$ cat src/cspv_pkg.sv
// package of constants for the card socket power and video control block
package cspv_pkg;
  // ----------------------------------------------------------------
  // register byte addresses
  // ----------------------------------------------------------------
  localparam logic [7:0] ADDR_GEN_CTL = 8'h86;
  localparam logic [7:0] ADDR_CARD_CTL = 8'h91;
  localparam logic [7:0] ADDR_DIAG = 8'h93;
  localparam logic [7:0] ADDR_PRESENT = 8'h08;
  localparam logic [7:0] ADDR_FORCE = 8'h0C;
  localparam logic [7:0] ADDR_SOCK_CTL = 8'h10;
  localparam logic [7:0] ADDR_PWR_REQ = 8'hA0;
  localparam logic [7:0] ADDR_QUERY = 8'hA4;
  // ----------------------------------------------------------------
  // field positions
  // ----------------------------------------------------------------
  localparam int BIT_SWSEL = 10;
  localparam int BIT_CARD_VIDEO = 6;
  localparam int BIT_MODEL_DIS = 0;
  localparam int BIT_VSUPPORT = 27;
  localparam int BIT_VACTIVE = 11;
  localparam int BIT_STDMODEL = 10;
  localparam int BIT_SOCK_VIDEO = 9;
  localparam int BIT_QDONE = 31;
  localparam int BIT_QBUSY = 30;
  localparam int BIT_QOVR = 29;
  // ----------------------------------------------------------------
  // reset values and codes
  // ----------------------------------------------------------------
  localparam logic RST_SWSEL = 1'b0;
  localparam logic [1:0] VCC_OFF = 2'h0;
  localparam logic [1:0] VCC_3V3 = 2'h1;
  localparam logic [1:0] VCC_5V = 2'h2;
  localparam logic [2:0] AUX_0V = 3'h0;
  localparam logic [2:0] AUX_3V3 = 3'h1;
  localparam logic [2:0] AUX_5V = 3'h2;
  localparam logic [2:0] AUX_1V8 = 3'h3;
  localparam logic [2:0] AUX_12V = 3'h4;
  localparam logic [2:0] AUX_VCC = 3'h5;
  localparam logic [2:0] AUX_HIZ = 3'h6;
  // ----------------------------------------------------------------
  // timing
  // ----------------------------------------------------------------
  localparam int CLK_HZ = 50_000_000;
  localparam int OSC_HZ = 16_000;
  localparam int OSC_DIV = CLK_HZ / OSC_HZ / 2;
  localparam int QUERY_TICKS = 4;
endpackage : cspv_pkg

$ cat src/cspv_ctl.sv
// card socket power switch encoder, media query and video pass-through control
//
// Operation
// - on media detect, drive query, sample lines
// - after query ground lines, override 5 V request
// - exactly four parallel power switch control outputs
// - select bit chooses between two switch tables
// - reset selects first table with supply off and 0 V core
// - first table encoding of supply and core
// - second table supply and program voltage encoding
// - pass-through floats card address lines A25-A4
// - lines A3-A0 stay driven in pass-through
// - video status and select outputs provided
// - select output low only when pass-through enabled
// - video outputs follow port choice truth table
// - force bit 27 sets video supported bit
// - activity bit set when either socket video enabled
// - socket control bit 10 reports standard model
// - socket control bit 9 enables video per socket
// - diagnostic bit 0 disables standard model
// - legacy and new enable bits both accepted
// - internal 16 kHz tick clocks power and query
//
// The APB slave port and the address map are this design's own decisions.
`timescale 1ns/1ns
module cspv_ctl #(
  parameter int OSC_DIV = cspv_pkg::OSC_DIV // cycles per half 16 kHz period
) (
  input wire logic pclk, // bus clock
  input wire logic presetn, // async reset, active low
  input wire logic clk_en, // freezes all state while low
  input wire logic psel, // apb select
  input wire logic penable, // apb enable
  input wire logic pwrite, // apb direction
  input wire logic [7:0] paddr, // apb byte address
  input wire logic [31:0] pwdata, // apb write data
  output logic [31:0] prdata, // apb read data
  output logic pready, // apb ready
  output logic pslverr, // apb error
  input wire logic media_present_detect_n, // media detect, low when present
  input wire logic [9:0] query_lines, // query strap inputs 10..1
  output logic query_driver, // query driver output
  output logic [9:0] query_lines_o, // query line drive value (ground)
  output logic [9:0] query_lines_oe, // query line drive enable
  input wire logic port_choice, // external port choice input
  input wire logic other_socket_video, // pass-through state of other socket
  output logic [3:0] pwr_ctl, // pwr_ctl_line3..0 to power switch
  output logic [25:0] card_addr_o, // card address outputs
  output logic [25:0] card_addr_oe, // card address enables
  input wire logic [25:0] card_addr_int, // address from internal access logic
  output logic video_path_status, // video path status
  output logic video_select_n // video select, active low
);
  // ----------------------------------------------------------------
  // register bus
  // ----------------------------------------------------------------
  logic switch_type_select_q, card_video_passthru_enable_q, video_model_disable_q;
  logic video_supported_q, socket_video_enable_q;
  logic [1:0] req_vcc_q;
  logic [2:0] req_aux_q;
  logic wr_en, known;
  logic [31:0] rd_d;
  logic [31:0] rdata_q;
  logic video_on, video_active;
  logic [1:0] eff_vcc;
  logic [2:0] eff_aux;
  logic q_done_q, q_busy_q, q_ovr_q;
  logic [9:0] q_lines_q;
  logic [3:0] pwr_ctl_q;

  assign wr_en = psel && penable && pwrite;
  assign pready = 1'b1;
  assign pslverr = psel && penable && !known;
  assign prdata = rdata_q;

  always_ff @(posedge pclk or negedge presetn) begin
    if (!presetn) begin
      switch_type_select_q <= cspv_pkg::RST_SWSEL;
      card_video_passthru_enable_q <= 1'b0;
      video_model_disable_q <= 1'b0;
      socket_video_enable_q <= 1'b0;
      video_supported_q <= 1'b0;
      req_vcc_q <= cspv_pkg::VCC_OFF;
      req_aux_q <= cspv_pkg::AUX_0V;
    end else if (clk_en && wr_en) begin
      case (paddr)
        cspv_pkg::ADDR_GEN_CTL: switch_type_select_q <= pwdata[cspv_pkg::BIT_SWSEL];
        cspv_pkg::ADDR_CARD_CTL: card_video_passthru_enable_q <= pwdata[cspv_pkg::BIT_CARD_VIDEO];
        cspv_pkg::ADDR_DIAG: video_model_disable_q <= pwdata[cspv_pkg::BIT_MODEL_DIS];
        cspv_pkg::ADDR_SOCK_CTL: begin
          if (!video_model_disable_q) begin
            socket_video_enable_q <= pwdata[cspv_pkg::BIT_SOCK_VIDEO];
          end
        end
        cspv_pkg::ADDR_FORCE: begin
          if (pwdata[cspv_pkg::BIT_VSUPPORT]) begin
            video_supported_q <= 1'b1;
          end
        end
        cspv_pkg::ADDR_PWR_REQ: begin
          req_vcc_q <= pwdata[1:0];
          req_aux_q <= pwdata[6:4];
        end
        default: ;
      endcase
    end
  end

  // legacy bit always works; new bit only while the standard model is on
  assign video_on = card_video_passthru_enable_q || (socket_video_enable_q && !video_model_disable_q);
  assign video_active = video_on || other_socket_video;

  always_comb begin
    known = 1'b1;
    rd_d = 32'h0000_0000;
    case (paddr)
      cspv_pkg::ADDR_GEN_CTL: rd_d[cspv_pkg::BIT_SWSEL] = switch_type_select_q;
      cspv_pkg::ADDR_CARD_CTL: rd_d[cspv_pkg::BIT_CARD_VIDEO] = card_video_passthru_enable_q;
      cspv_pkg::ADDR_DIAG: rd_d[cspv_pkg::BIT_MODEL_DIS] = video_model_disable_q;
      cspv_pkg::ADDR_PRESENT: rd_d[cspv_pkg::BIT_VSUPPORT] = video_supported_q;
      cspv_pkg::ADDR_FORCE: rd_d = 32'h0000_0000;
      cspv_pkg::ADDR_SOCK_CTL: begin
        rd_d[cspv_pkg::BIT_VACTIVE] = video_active;
        rd_d[cspv_pkg::BIT_STDMODEL] = !video_model_disable_q;
        rd_d[cspv_pkg::BIT_SOCK_VIDEO] = socket_video_enable_q;
      end
      cspv_pkg::ADDR_PWR_REQ: begin
        rd_d[1:0] = req_vcc_q;
        rd_d[6:4] = req_aux_q;
      end
      cspv_pkg::ADDR_QUERY: begin
        rd_d[9:0] = q_lines_q;
        rd_d[cspv_pkg::BIT_QDONE] = q_done_q;
        rd_d[cspv_pkg::BIT_QBUSY] = q_busy_q;
        rd_d[cspv_pkg::BIT_QOVR] = q_ovr_q;
      end
      default: known = 1'b0;
    endcase
  end

  always_ff @(posedge pclk or negedge presetn) begin
    if (!presetn) begin
      rdata_q <= 32'h0000_0000;
    end else if (clk_en && psel && !penable && !pwrite) begin
      rdata_q <= rd_d;
    end
  end

  // ----------------------------------------------------------------
  // slow tick standing in for the 16 kHz ring oscillator
  // ----------------------------------------------------------------
  logic [15:0] div_q;
  logic osc_q, tick;
  // gated by the enable so a frozen divider cannot present a stale tick
  assign tick = clk_en && (div_q == 16'(OSC_DIV - 1)) && osc_q;

  always_ff @(posedge pclk or negedge presetn) begin
    if (!presetn) begin
      div_q <= 16'h0000;
      osc_q <= 1'b0;
    end else if (clk_en) begin
      if (div_q == 16'(OSC_DIV - 1)) begin
        div_q <= 16'h0000;
        osc_q <= !osc_q;
      end else begin
        div_q <= div_q + 16'h0001;
      end
    end
  end

  // ----------------------------------------------------------------
  // media query sequence
  // ----------------------------------------------------------------
  typedef enum logic [2:0] {
    CSPV_IDLE = 3'b001,
    CSPV_QUERY = 3'b010,
    CSPV_DONE = 3'b100
  } cspv_state_t;
  cspv_state_t st_q;
  logic [2:0] qcnt_q;

  always_ff @(posedge pclk or negedge presetn) begin
    if (!presetn) begin
      st_q <= CSPV_IDLE;
      qcnt_q <= 3'h0;
      q_lines_q <= 10'h000;
      q_done_q <= 1'b0;
    end else if (clk_en) begin
      case (st_q)
        CSPV_IDLE: begin
          qcnt_q <= 3'h0;
          if (!media_present_detect_n) begin
            st_q <= CSPV_QUERY;
          end
        end
        CSPV_QUERY: begin
          if (media_present_detect_n) begin
            st_q <= CSPV_IDLE;
          end else if (tick) begin
            // let strapped lines settle for a few slow ticks before sampling
            if (qcnt_q == 3'(cspv_pkg::QUERY_TICKS - 1)) begin
              q_lines_q <= query_lines;
              q_done_q <= 1'b1;
              st_q <= CSPV_DONE;
            end else begin
              qcnt_q <= qcnt_q + 3'h1;
            end
          end
        end
        CSPV_DONE: begin
          if (media_present_detect_n) begin
            q_done_q <= 1'b0;
            st_q <= CSPV_IDLE;
          end
        end
        default: st_q <= CSPV_IDLE;
      endcase
    end
  end

  assign q_busy_q = (st_q == CSPV_QUERY);
  assign query_driver = (st_q == CSPV_QUERY);
  assign query_lines_o = 10'h000;
  assign query_lines_oe = (st_q == CSPV_DONE) ? 10'h3FF : 10'h000;

  // ----------------------------------------------------------------
  // power request resolution and switch encoding
  // ----------------------------------------------------------------
  always_comb begin
    eff_vcc = req_vcc_q;
    eff_aux = req_aux_q;
    q_ovr_q = 1'b0;
    // a 5 V request on a queried media card takes the queried voltages
    if (q_done_q && req_vcc_q == cspv_pkg::VCC_5V) begin
      q_ovr_q = 1'b1;
      case (q_lines_q[1:0])
        2'h0: begin
          eff_vcc = cspv_pkg::VCC_3V3;
          eff_aux = cspv_pkg::AUX_1V8;
        end
        2'h1: begin
          eff_vcc = cspv_pkg::VCC_5V;
          eff_aux = cspv_pkg::AUX_3V3;
        end
        default: begin
          eff_vcc = cspv_pkg::VCC_OFF;
          eff_aux = cspv_pkg::AUX_0V;
        end
      endcase
    end
  end

  function automatic logic [3:0] cspv_enc(input logic sel, input logic [1:0] vcc, input logic [2:0] aux);
    logic [1:0] v;
    logic [1:0] a;
    v = (vcc == cspv_pkg::VCC_3V3) ? 2'b10 : (vcc == cspv_pkg::VCC_5V) ? 2'b01 : 2'b00;
    a = 2'b00;
    if (!sel) begin
      // code bit0 is line0; 10xx means line3 set -> 3.3 V
      case (aux)
        cspv_pkg::AUX_3V3: a = 2'b10;
        cspv_pkg::AUX_5V: a = 2'b01;
        cspv_pkg::AUX_1V8: a = 2'b11;
        cspv_pkg::AUX_HIZ: a = 2'b11;
        default: a = 2'b00;
      endcase
      if (vcc == cspv_pkg::VCC_OFF) begin
        cspv_enc = 4'h0;
      end else if (aux == cspv_pkg::AUX_HIZ) begin
        // supply-only codes: line0 and line1 both high, one core line picks the supply
        case (vcc)
          cspv_pkg::VCC_3V3: cspv_enc = 4'hB;
          cspv_pkg::VCC_5V: cspv_enc = 4'h7;
          default: cspv_enc = 4'hF;
        endcase
      end else begin
        cspv_enc = {a, v};
      end
    end else begin
      case (aux)
        cspv_pkg::AUX_12V: a = 2'b10;
        cspv_pkg::AUX_HIZ: a = 2'b11;
        cspv_pkg::AUX_VCC, cspv_pkg::AUX_3V3, cspv_pkg::AUX_5V: a = 2'b01;
        default: a = 2'b00;
      endcase
      cspv_enc = {a, v};
    end
  endfunction : cspv_enc

  always_ff @(posedge pclk or negedge presetn) begin
    if (!presetn) begin
      pwr_ctl_q <= 4'h0;
    end else if (clk_en && tick) begin
      // updated only on the slow tick, from fully resolved request
      pwr_ctl_q <= cspv_enc(switch_type_select_q, eff_vcc, eff_aux);
    end
  end
  assign pwr_ctl = pwr_ctl_q;

  // ----------------------------------------------------------------
  // video pass-through pins
  // ----------------------------------------------------------------
  assign card_addr_o = card_addr_int;
  assign card_addr_oe = video_on ? 26'h000000F : 26'h3FFFFFF;
  assign video_select_n = !(video_on && !port_choice);
  assign video_path_status = video_on || port_choice;

  AST_SEL_LOW: assert property (@(posedge pclk) disable iff (!presetn)
    !video_select_n |-> video_on) else $error("select low without video");
  AST_ADDR_HIZ: assert property (@(posedge pclk) disable iff (!presetn)
    video_on |-> (card_addr_oe[25:4] == 22'h0 && card_addr_oe[3:0] == 4'hF)) else $error("address enables wrong");
  AST_LOW_ADDR: assert property (@(posedge pclk) disable iff (!presetn)
    card_addr_oe[3:0] == 4'hF) else $error("low address lines not driven");
  AST_STAT: assert property (@(posedge pclk) disable iff (!presetn)
    (!video_on && !port_choice) |-> (!video_path_status && video_select_n)) else $error("status wrong");
  AST_STAT_ON: assert property (@(posedge pclk) disable iff (!presetn)
    (video_on && !port_choice) |-> (!video_select_n && video_path_status)) else $error("enabled outputs wrong");
  AST_PWR_STABLE: assert property (@(posedge pclk) disable iff (!presetn)
    !$past(tick) |-> $stable(pwr_ctl)) else $error("switch code changed off tick");
  AST_QDRV: assert property (@(posedge pclk) disable iff (!presetn)
    query_driver |-> query_lines_oe == 10'h000) else $error("query drive clash");
  AST_GND: assert property (@(posedge pclk) disable iff (!presetn)
    q_done_q |-> query_lines_oe == 10'h3FF) else $error("lines not grounded");
  AST_OFF7: assert property (@(posedge pclk) disable iff (!presetn)
    ($past(tick) && !$past(switch_type_select_q) && $past(eff_vcc) == cspv_pkg::VCC_OFF) |-> pwr_ctl == 4'h0)
    else $error("off code wrong");
  AST_HIZ7: assert property (@(posedge pclk) disable iff (!presetn)
    ($past(tick) && !$past(switch_type_select_q) && $past(eff_vcc) == cspv_pkg::VCC_3V3
    && $past(eff_aux) == cspv_pkg::AUX_HIZ) |-> pwr_ctl == 4'hB) else $error("supply only code wrong");
  AST_SUPPORT: assert property (@(posedge pclk) disable iff (!presetn)
    (clk_en && wr_en && paddr == cspv_pkg::ADDR_FORCE && pwdata[cspv_pkg::BIT_VSUPPORT]) |=> video_supported_q)
    else $error("supported bit not set");
  AST_ACTIVE: assert property (@(posedge pclk) disable iff (!presetn)
    (clk_en && psel && !penable && !pwrite && paddr == cspv_pkg::ADDR_SOCK_CTL) |=>
    prdata[cspv_pkg::BIT_VACTIVE] == ($past(card_video_passthru_enable_q) || $past(other_socket_video)
    || ($past(socket_video_enable_q) && !$past(video_model_disable_q)))) else $error("activity bit wrong");
  AST_STDMODEL: assert property (@(posedge pclk) disable iff (!presetn)
    (clk_en && psel && !penable && !pwrite && paddr == cspv_pkg::ADDR_SOCK_CTL) |=>
    prdata[cspv_pkg::BIT_STDMODEL] == !$past(video_model_disable_q)) else $error("model bit wrong");
  AST_RST6: assert property (@(posedge pclk) disable iff (!presetn)
    $rose(presetn) |-> !switch_type_select_q) else $error("table default wrong");
endmodule : cspv_ctl

$ cat config.mk
export PLATFORM = sky130hd
export DESIGN_NAME = cspv_ctl
export DESIGN_NICKNAME = d
export VERILOG_FILES = /design/src/cspv_pkg.sv /design/src/cspv_ctl.sv
export SDC_FILE = /design/constraint.sdc
export NUM_CORES = 1
export LEC_CHECK = 0
export ABC_CLOCK_PERIOD_IN_PS = 1910
export BUFFER_PORTS_ARGS = -buffer_cell sky130_fd_sc_hd__buf_2
export CAP_MARGIN = 10
export CORE_MARGIN = 3
export CORE_UTILIZATION = 40
export CTS_BUF_LIST = sky130_fd_sc_hd__clkbuf_16
export DETAILED_ROUTE_END_ITERATION = 12
export PLACE_DENSITY = 0.74
export SYNTH_ARGS = -nofsm -noshare
export SYNTH_HDL_FRONTEND = slang
export SYNTH_SLANG_ARGS = --single-unit
$ cat constraint.sdc
create_clock -name pclk -period 1.91 [get_ports pclk]
set_input_delay 0.382 -clock pclk [delete_from_list [all_inputs] [get_ports pclk]]
set_output_delay 0.382 -clock pclk [all_outputs]
set_load 0.005 [all_outputs]
==> report_table.html, run 1 <==
<table>
<tr><th>Metric</th><th>Value</th></tr>
<tr><th colspan="2">Timing</th></tr>
<tr><td>Portion of the clock cycle consumed by the worst path in the final layout</td><td>94.9%</td></tr>
<tr><td>Unrepaired setup endpoints after global routing</td><td>no</td></tr>
<tr><td>Upper clock frequency limit</td><td>552 MHz</td></tr>
<tr><td>Number of failing hold endpoints at the final stage</td><td>0</td></tr>
<tr><td>Layout Skew</td><td>0.00483 ns</td></tr>
<tr><td>Accumulated negative setup slack</td><td>0 ns</td></tr>
<tr><td>Final setup violation count</td><td>0</td></tr>
<tr><td>Worst Hold Slack</td><td>0.0496 ns</td></tr>
<tr><td>Final Slew Violations</td><td>0</td></tr>
<tr><td>Min cycle time layout</td><td>1.81 ns</td></tr>
<tr><th colspan="2">Global routing</th></tr>
<tr><td>Global route hottest layer</td><td>met2</td></tr>
<tr><td>Antenna violations before repair</td><td>1</td></tr>
<tr><td>M3 GR Usage</td><td>6.36%</td></tr>
<tr><td>Global-route wire length before repair</td><td>13500 um</td></tr>
<tr><td>GR Util met1</td><td>17.7%</td></tr>
<tr><td>Largest net degree at the start of global routing</td><td>65</td></tr>
<tr><td>Sum of overflow across all layers after global routing</td><td>0</td></tr>
<tr><td>Total Routing Usage GR</td><td>15.5%</td></tr>
<tr><td>Met2 Usage GRT</td><td>26.0%</td></tr>
<tr><td>Via count of the first global-routing pass</td><td>2668</td></tr>
<tr><th colspan="2">Synth</th></tr>
<tr><td>Total of warnings raised by yosys</td><td>0</td></tr>
<tr><td>Proportion of synthesized area in mux cells</td><td>9.93%</td></tr>
<tr><td>Top area cells in the synthesized netlist</td><td>sky130_fd_sc_hd__dfrtp_1, sky130_fd_sc_hd__buf_4, sky130_fd_sc_hd__mux2_2</td></tr>
<tr><td>Synthesized-area fraction occupied by ao, oa, aoi and oai cells</td><td>9.16%</td></tr>
<tr><td>Area of the mapped netlist</td><td>0.00392 sq mm</td></tr>
<tr><td>Number of register bits inferred by synthesis</td><td>64</td></tr>
<tr><td>Gate count of the mapped netlist</td><td>383</td></tr>
<tr><td>Basic-gate share of the synthesized area counting and, or, nand and nor cells</td><td>15.9%</td></tr>
<tr><td>Cell with the most instances after synthesis</td><td>sky130_fd_sc_hd__buf_4</td></tr>
<tr><td>Combinational family with the most area after synthesis</td><td>buffers and inverters</td></tr>
<tr><td>Synth Area in Adders</td><td>1.28%</td></tr>
<tr><td>Top cell type's share of synthesized area</td><td>40.2%</td></tr>
<tr><td>List of most frequent post-synthesis cells</td><td>sky130_fd_sc_hd__buf_4, sky130_fd_sc_hd__dfrtp_1, sky130_fd_sc_hd__nand2_1</td></tr>
<tr><td>Xor-xnor portion of the synthesized cell area</td><td>3.13%</td></tr>
<tr><td>Post-synthesis sequential area ratio</td><td>40.9%</td></tr>
<tr><td>Synth area leader</td><td>sky130_fd_sc_hd__dfrtp_1</td></tr>
<tr><td>Primary flip-flop cell chosen by synthesis mapping</td><td>sky130_fd_sc_hd__dfrtp_1</td></tr>
<tr><td>Number of library cell types mapped by synthesis</td><td>56</td></tr>
<tr><td>Share of flip-flops with an asynchronous set or reset after synthesis</td><td>100%</td></tr>
<tr><td>EDFF count, synth</td><td>0</td></tr>
<tr><td>Synthesized area per cell</td><td>10.2 sq um</td></tr>
<tr><th colspan="2">Clocking</th></tr>
<tr><td>CTS tree</td><td>done</td></tr>
<tr><td>Setup repair bufs after CTS</td><td>0</td></tr>
<tr><td>Worst-skew pair later-pin latency</td><td>0.33 ns</td></tr>
<tr><td>Number of clock sinks</td><td>64</td></tr>
<tr><td>Clock root buffer</td><td>sky130_fd_sc_hd__clkbuf_16</td></tr>
<tr><td>CTS H-Tree Depth</td><td>3</td></tr>
<tr><td>Clock slew at reported path FFs</td><td>0.06 ns</td></tr>
<tr><td>Maximum buffer depth of the clock tree</td><td>2</td></tr>
<tr><td>Inserted Clock Buffers</td><td>9</td></tr>
<tr><th colspan="2">Worst hold path</th></tr>
<tr><td>Worst min-delay path class</td><td>in -&gt; async</td></tr>
<tr><th colspan="2">Placement</th></tr>
<tr><td>Routability congestion estimate</td><td>0.891</td></tr>
<tr><td>Detailed placement HPWL</td><td>6350 um</td></tr>
<tr><td>Port-buffer cells</td><td>90</td></tr>
<tr><th colspan="2">Setup path</th></tr>
<tr><td>Critical path arrival</td><td>1.43 ns</td></tr>
<tr><td>Crit path launch type</td><td>flip-flop</td></tr>
<tr><td>Worst Path Class, Setup</td><td>reg -&gt; out</td></tr>
<tr><td>Highest net fanout along the worst path</td><td>25</td></tr>
<tr><td>Endpoint required time on the critical path</td><td>1.53 ns</td></tr>
<tr><td>CP Capture Type</td><td>output port</td></tr>
<tr><th colspan="2">Drt</th></tr>
<tr><td>ANT nets after route</td><td>0</td></tr>
<tr><td>Detailed-route wire length per cell</td><td>15.1 um</td></tr>
<tr><td>1st-iter DRT viols</td><td>142</td></tr>
<tr><td>Vias per cell</td><td>4.88</td></tr>
<tr><td>Residual DRC</td><td>0</td></tr>
<tr><td>Vias</td><td>2767</td></tr>
<tr><td>DRT Wirelength</td><td>8560 um</td></tr>
<tr><td>1st-pass router iterations</td><td>4</td></tr>
<tr><th colspan="2">Floorplanning</th></tr>
<tr><td>Io pins</td><td>198</td></tr>
<tr><td>Die height</td><td>105 um</td></tr>
<tr><td>Core area</td><td>0.00937 sq mm</td></tr>
<tr><td>Die area</td><td>0.0110 sq mm</td></tr>
<tr><td>Die Width</td><td>105 um</td></tr>
<tr><td>Starting density of the core</td><td>41.8%</td></tr>
<tr><td>Row count</td><td>35</td></tr>
<tr><th colspan="2">Pwr</th></tr>
<tr><td>Peak supply drop</td><td>0.445 mV</td></tr>
<tr><td>Power Dens Cells</td><td>816 mW/mm^2</td></tr>
<tr><td>Static leakage</td><td>0.00222 uW</td></tr>
<tr><th colspan="2">Layout</th></tr>
<tr><td>Layout overhead on the synthesized area</td><td>13.3%</td></tr>
<tr><td>Final net count</td><td>522</td></tr>
<tr><td>Antenna Cells</td><td>0</td></tr>
<tr><td>Multi-input combinational cell area</td><td>0.00170 sq mm</td></tr>
<tr><td>Share of post-route cells with drive strength above 1</td><td>37.2%</td></tr>
<tr><td>Sequential cell area</td><td>0.00160 sq mm</td></tr>
<tr><td>Count of filler cells inserted in the layout</td><td>892</td></tr>
<tr><th colspan="2">Flow run</th></tr>
<tr><td>Number of max-cap violations</td><td>0</td></tr>
<tr><th colspan="2">Run status</th></tr>
<tr><td>Status</td><td>complete, no violations</td></tr>
</table>
flip-flops by register name (all words and copies together) (netlist names):
signal,count
div_q,16
osc_q,1
pwr_ctl,4
video_supported_q,1
qcnt_q,3
card_video_passthru_enable_q,1
socket_video_enable_q,1
req_aux_q,3
video_model_disable_q,1
q_lines_q,10
q_done_q,1
st_q,3
prdata,16
switch_type_select_q,1
req_vcc_q,2
through the flow:
step	instance area (sq um)	setup slack (ns)	util (%)	instances	power (uW)
6_report	4440	0.0981	47.4	567	3620
5_1_grt	4440	0.000914	47.4	567	3780
4_1_cts	4410	0.00921	47.1	567	3650
3_5_place_dp	4080	0.00565	43.5	550	1860
2_1_floorplan	4040	0.131	-	412	1790
3_3_place_gp	4080	0.0461	43.5	550	1840
critical path: stages, from the launching register on:
cell,delay (ns)
sky130_fd_sc_hd__dfrtp_1,0.41
sky130_fd_sc_hd__inv_2,0.08
sky130_fd_sc_hd__a21oi_2,0.06
sky130_fd_sc_hd__buf_6,0.16
sky130_fd_sc_hd__or2_2,0.27
sky130_fd_sc_hd__buf_2,0.13
cells by family (layout without fill, tap and decap cells):
logic type / count (synthesis) / count (layout)
buf+inv: 113 / 138
simple gates: 103 / 104
flops: 64 / 64
compound gates: 50 / 50
mux: 33 / 33
xor+xnor: 14 / 14
fa+ha+maj: 4 / 4
other cells: 2 / 31
layer usage:
layer | wire (um) | up-vias
li1 | - | 1323
met1 | 3410 | 1322
met2 | 4340 | 101
met3 | 651 | 19
met4 | 146 | 2
met5 | 15 | -
area by class of cell:
type                            count  share of cell area (%)
Multi-Input combinational cell    236                    38.3
Sequential cell                    64                    36.1
Timing Repair Buffer              106                    13.2
Clock buffer                        9                    5.07
Tap cell                          129                    3.63
Clock inverter                      7                    2.31
Inverter                           16                    1.35
layout by cell type (no fill, tap or decap), types with 3 or more instances in the layout:
cell                        instances
sky130_fd_sc_hd__nand2_1           20
sky130_fd_sc_hd__clkbuf_16          9
sky130_fd_sc_hd__buf_2             90
sky130_fd_sc_hd__buf_4             14
sky130_fd_sc_hd__conb_1            31
sky130_fd_sc_hd__a22o_1             7
sky130_fd_sc_hd__nand4_1            8
sky130_fd_sc_hd__nand3_1           14
sky130_fd_sc_hd__a31oi_1            3
sky130_fd_sc_hd__nor2b_1            8
sky130_fd_sc_hd__nor2_1            13
sky130_fd_sc_hd__dfrtp_1           63
sky130_fd_sc_hd__o21ai_0           10
sky130_fd_sc_hd__xor2_1             7
sky130_fd_sc_hd__a21oi_1            4
sky130_fd_sc_hd__o22ai_1            3
sky130_fd_sc_hd__ha_1               4
sky130_fd_sc_hd__o31ai_1            6
sky130_fd_sc_hd__mux2i_1           10
sky130_fd_sc_hd__mux2_2            15
sky130_fd_sc_hd__inv_1             15
sky130_fd_sc_hd__and3_1             6
sky130_fd_sc_hd__mux2_4             8
sky130_fd_sc_hd__xnor2_1            7
sky130_fd_sc_hd__nand2b_1           5
sky130_fd_sc_hd__nor3_1             6
timing repair:
action,4_1_cts,5_1_grt
pin swaps,0,0
gates cloned,1,0
hold buffers,0,0
setup endpoints to repair,2,25
gates resized for setup,0,6
hold endpoints to repair,0,0
final timing paths:
path	cells after the start	from	slack, ns	to
hold reg to reg	2	video_supported_q	0.46	video_supported_q
setup / recovery	5	video_model_disable_q	0.1	video_select_n
setup reg to reg	5	qcnt_q[0]	0.11	q_lines_q[5]
max in group asynchronous	2	presetn	1.52	st_q[0]
hold / removal	2	presetn	0.05	div_q[6]
min in group pclk	2	query_lines[2]	0.28	q_lines_q[2]
report_power, final:
part / switching [uW] / leakage [uW] / internal, uW
sequential: 73.6 / 0.000865 / 1420
combinational: 184 / 0.00120 / 165
clock: 627 / 0.000157 / 1150
No activity file was read; power rests on OpenSTA's default activity.
==> run 2: changes to the inputs <==
- CTS_BUF_LIST: sky130_fd_sc_hd__clkbuf_16 -> default
==> run 2 against run 1 <==
  * Via count increased by 1.9%
  * Core utilization decreased by 0.81 points
  * Critical path depth unchanged
  * Clock power decreased by 26%
  * Die area unchanged
  * Power decreased by 13%
  * Sequential power about the same
  * First-iteration DRC count increased by 3.5%
  * Global-route usage decreased by 0.39 points
  * Clock-buffer cell count unchanged
  * Highest routed layer unchanged
==> report_table.html, run 2 (synthesis results as in run 1) <==
<table>
<tr><th>Metric</th><th>Value</th></tr>
<tr><th colspan="2">Placement</th></tr>
<tr><td>Detailed placement HPWL</td><td>6350 um</td></tr>
<tr><td>Port-buffer cells</td><td>90</td></tr>
<tr><td>Area after detailed placement</td><td>0.00408 sq mm</td></tr>
<tr><td>Routability congestion estimate</td><td>0.891</td></tr>
<tr><th colspan="2">Clocking</th></tr>
<tr><td>Clock slew at reported path FFs</td><td>0.08 ns</td></tr>
<tr><td>Inserted Clock Buffers</td><td>9</td></tr>
<tr><td>Post-CTS Hold Fix Bufs</td><td>0</td></tr>
<tr><td>Maximum buffer depth of the clock tree</td><td>2</td></tr>
<tr><td>Number of clock sinks</td><td>64</td></tr>
<tr><td>Clock root buffer</td><td>sky130_fd_sc_hd__clkbuf_8</td></tr>
<tr><td>CTS H-Tree Depth</td><td>3</td></tr>
<tr><td>CTS tree</td><td>done</td></tr>
<tr><td>Worst-skew pair later-pin latency</td><td>0.34 ns</td></tr>
<tr><th colspan="2">Setup path</th></tr>
<tr><td>Critical Path, Cell by Cell</td><td>inv_2 -&gt; a21oi_2 -&gt; buf_6 -&gt; or2_2 -&gt; buf_2</td></tr>
<tr><td>Launch point of the critical path</td><td>video_model_disable_q</td></tr>
<tr><td>Critical path arrival</td><td>1.44 ns</td></tr>
<tr><td>Crit path launch type</td><td>flip-flop</td></tr>
<tr><td>Highest net fanout along the worst path</td><td>13</td></tr>
<tr><td>Worst Path Class, Setup</td><td>reg -&gt; out</td></tr>
<tr><td>Worst Reg-to-Reg Cells</td><td>5</td></tr>
<tr><td>Worst R2R End</td><td>q_lines_q[1]</td></tr>
<tr><td>CP Capture Type</td><td>output port</td></tr>
<tr><td>Endpoint required time on the critical path</td><td>1.53 ns</td></tr>
<tr><td>Worst reg2reg setup slack</td><td>0.12 ns</td></tr>
<tr><td>Largest stage delay, worst path</td><td>0.42 ns</td></tr>
<tr><td>Cell type of the slowest stage on the worst timing path</td><td>sky130_fd_sc_hd__dfrtp_1</td></tr>
<tr><td>Startpoint of the worst-slack reg-to-reg timing path</td><td>qcnt_q[0]</td></tr>
<tr><th colspan="2">Global routing</th></tr>
<tr><td>Via count of the first global-routing pass</td><td>2631</td></tr>
<tr><td>Largest net degree at the start of global routing</td><td>65</td></tr>
<tr><td>Antenna violations before repair</td><td>1</td></tr>
<tr><td>Total Routing Usage GR</td><td>15.1%</td></tr>
<tr><td>Global-route wire length before repair</td><td>13200 um</td></tr>
<tr><td>Sum of overflow across all layers after global routing</td><td>0</td></tr>
<tr><th colspan="2">Timing</th></tr>
<tr><td>Number of failing hold endpoints at the final stage</td><td>0</td></tr>
<tr><td>Final setup violation count</td><td>0</td></tr>
<tr><td>Upper clock frequency limit</td><td>549 MHz</td></tr>
<tr><td>Layout Skew</td><td>0.00880 ns</td></tr>
<tr><td>Portion of the clock cycle consumed by the worst path in the final layout</td><td>95.4%</td></tr>
<tr><td>Min cycle time layout</td><td>1.82 ns</td></tr>
<tr><td>Accumulated negative setup slack</td><td>0 ns</td></tr>
<tr><td>Final Slew Violations</td><td>0</td></tr>
<tr><td>Unrepaired setup endpoints after global routing</td><td>no</td></tr>
<tr><td>Worst Hold Slack</td><td>0.0421 ns</td></tr>
<tr><th colspan="2">Pwr</th></tr>
<tr><td>Internal power component</td><td>2330 uW</td></tr>
<tr><td>Power Dens Cells</td><td>724 mW/mm^2</td></tr>
<tr><td>Sequential group share of total power</td><td>47.3%</td></tr>
<tr><td>Static leakage</td><td>0.00219 uW</td></tr>
<tr><td>Part of the power in the clock network</td><td>41.6%</td></tr>
<tr><td>Switching power as a share of total power</td><td>26.3%</td></tr>
<tr><td>Net load switching power</td><td>831 uW</td></tr>
<tr><td>Peak supply drop</td><td>0.321 mV</td></tr>
<tr><td>Logic gate share of total power</td><td>11.1%</td></tr>
<tr><td>Total power</td><td>3160 uW</td></tr>
<tr><th colspan="2">Floorplanning</th></tr>
<tr><td>Die Width</td><td>105 um</td></tr>
<tr><td>Starting density of the core</td><td>41.8%</td></tr>
<tr><td>Core area</td><td>0.00937 sq mm</td></tr>
<tr><td>Die height</td><td>105 um</td></tr>
<tr><td>Io pins</td><td>198</td></tr>
<tr><td>Row count</td><td>35</td></tr>
<tr><td>Die area</td><td>0.0110 sq mm</td></tr>
<tr><th colspan="2">Drt</th></tr>
<tr><td>Residual DRC</td><td>0</td></tr>
<tr><td>Vias per cell</td><td>4.95</td></tr>
<tr><td>ANT nets after route</td><td>0</td></tr>
<tr><td>Vias</td><td>2820</td></tr>
<tr><td>1st-pass router iterations</td><td>4</td></tr>
<tr><td>1st-iter DRT viols</td><td>147</td></tr>
<tr><td>Detailed-route wire length per cell</td><td>15.0 um</td></tr>
<tr><td>DRT Wirelength</td><td>8540 um</td></tr>
<tr><th colspan="2">Layout</th></tr>
<tr><td>Multi-input combinational cell area</td><td>0.00171 sq mm</td></tr>
<tr><td>Post-route standard cell area excluding fillers</td><td>0.00436 sq mm</td></tr>
<tr><td>Most common cell after layout, fill and taps aside</td><td>sky130_fd_sc_hd__buf_2</td></tr>
<tr><td>Final net count</td><td>525</td></tr>
<tr><td>Antenna Cells</td><td>0</td></tr>
<tr><td>Count of filler cells inserted in the layout</td><td>896</td></tr>
<tr><td>Layout overhead on the synthesized area</td><td>11.3%</td></tr>
<tr><td>Final standard cell utilization of the core</td><td>46.6%</td></tr>
<tr><td>Sequential cell area</td><td>0.00160 sq mm</td></tr>
<tr><td>Commonest cells after routing, fill and taps aside</td><td>sky130_fd_sc_hd__buf_2, sky130_fd_sc_hd__dfrtp_1, sky130_fd_sc_hd__conb_1</td></tr>
<tr><td>Share of post-route cells with drive strength above 1</td><td>37.6%</td></tr>
<tr><th colspan="2">Worst hold path</th></tr>
<tr><td>Worst min-delay path class</td><td>in -&gt; async</td></tr>
<tr><th colspan="2">Run status</th></tr>
<tr><td>Status</td><td>complete, no violations</td></tr>
<tr><th colspan="2">Flow run</th></tr>
<tr><td>Number of max-cap violations</td><td>0</td></tr>
</table>
[run 2: metrics by stage]
step	setup slack (ns)	std cells
floorplan	0.131	412
global placement	0.0461	550
detailed placement	0.00565	550
CTS	0.0124	567
global route	0.00780	570
finish	0.0880	570
[run 2: area by class of cell]
class,instances,share of cell area (%)
sequential,64,36.7
inverter,16,1.38
timing repair buffer,108,13.7
clock inverter,7,2.35
tap,129,3.70
clock buffer,9,2.84
multi-input combinational,237,39.3
[run 2: worst max-delay path by stage]
stage,end,slack [ns],cells after the start
2_1_floorplan,q_lines_q[0],0.13,7
3_3_place_gp,q_lines_q[4],0.05,6
3_5_place_dp,q_lines_q[5],0.006,6
4_1_cts,q_lines_q[1],0.01,5
5_1_grt,q_lines_q[3],0.008,5
6_report,video_select_n,0.09,5
[run 2: power by group through the flow]
| stage | logic [uW] | clock network (uW) | registers (uW) |
|---|---|---|---|
| floorplan | 296 | 0 | 1500 |
| global placement | 336 | 0 | 1510 |
| detailed placement | 350 | 0 | 1510 |
| CTS | 350 | 1350 | 1490 |
| global route | 395 | 1410 | 1500 |
| finish | 350 | 1320 | 1490 |
[run 2: what timing repair did]
item                                    4_1_cts  5_1_grt
buffers inserted                              0        1
endpoints found under the hold margin         0        0
endpoints found under the setup margin       13       17
gates resized for setup                       2        4
cloned                                        1        2
[run 2: critical path, delay by kind of cell (launching register included)]
kind / cells / cell delay, ns
buffers and inverters: 3 / 0.35
and+or+nand+nor: 1 / 0.26
DFF: 1 / 0.42
AOI/OAI and AO/OA: 1 / 0.07
[run 2: metal layers]
layer / vias up / wire [um] / track usage (%)
met5: - / 13 / 0
met4: 2 / 89 / 4.12
met3: 14 / 642 / 5.81
met2: 103 / 4430 / 25.9
met1: 1374 / 3370 / 17.5
li1: 1327 / - / -
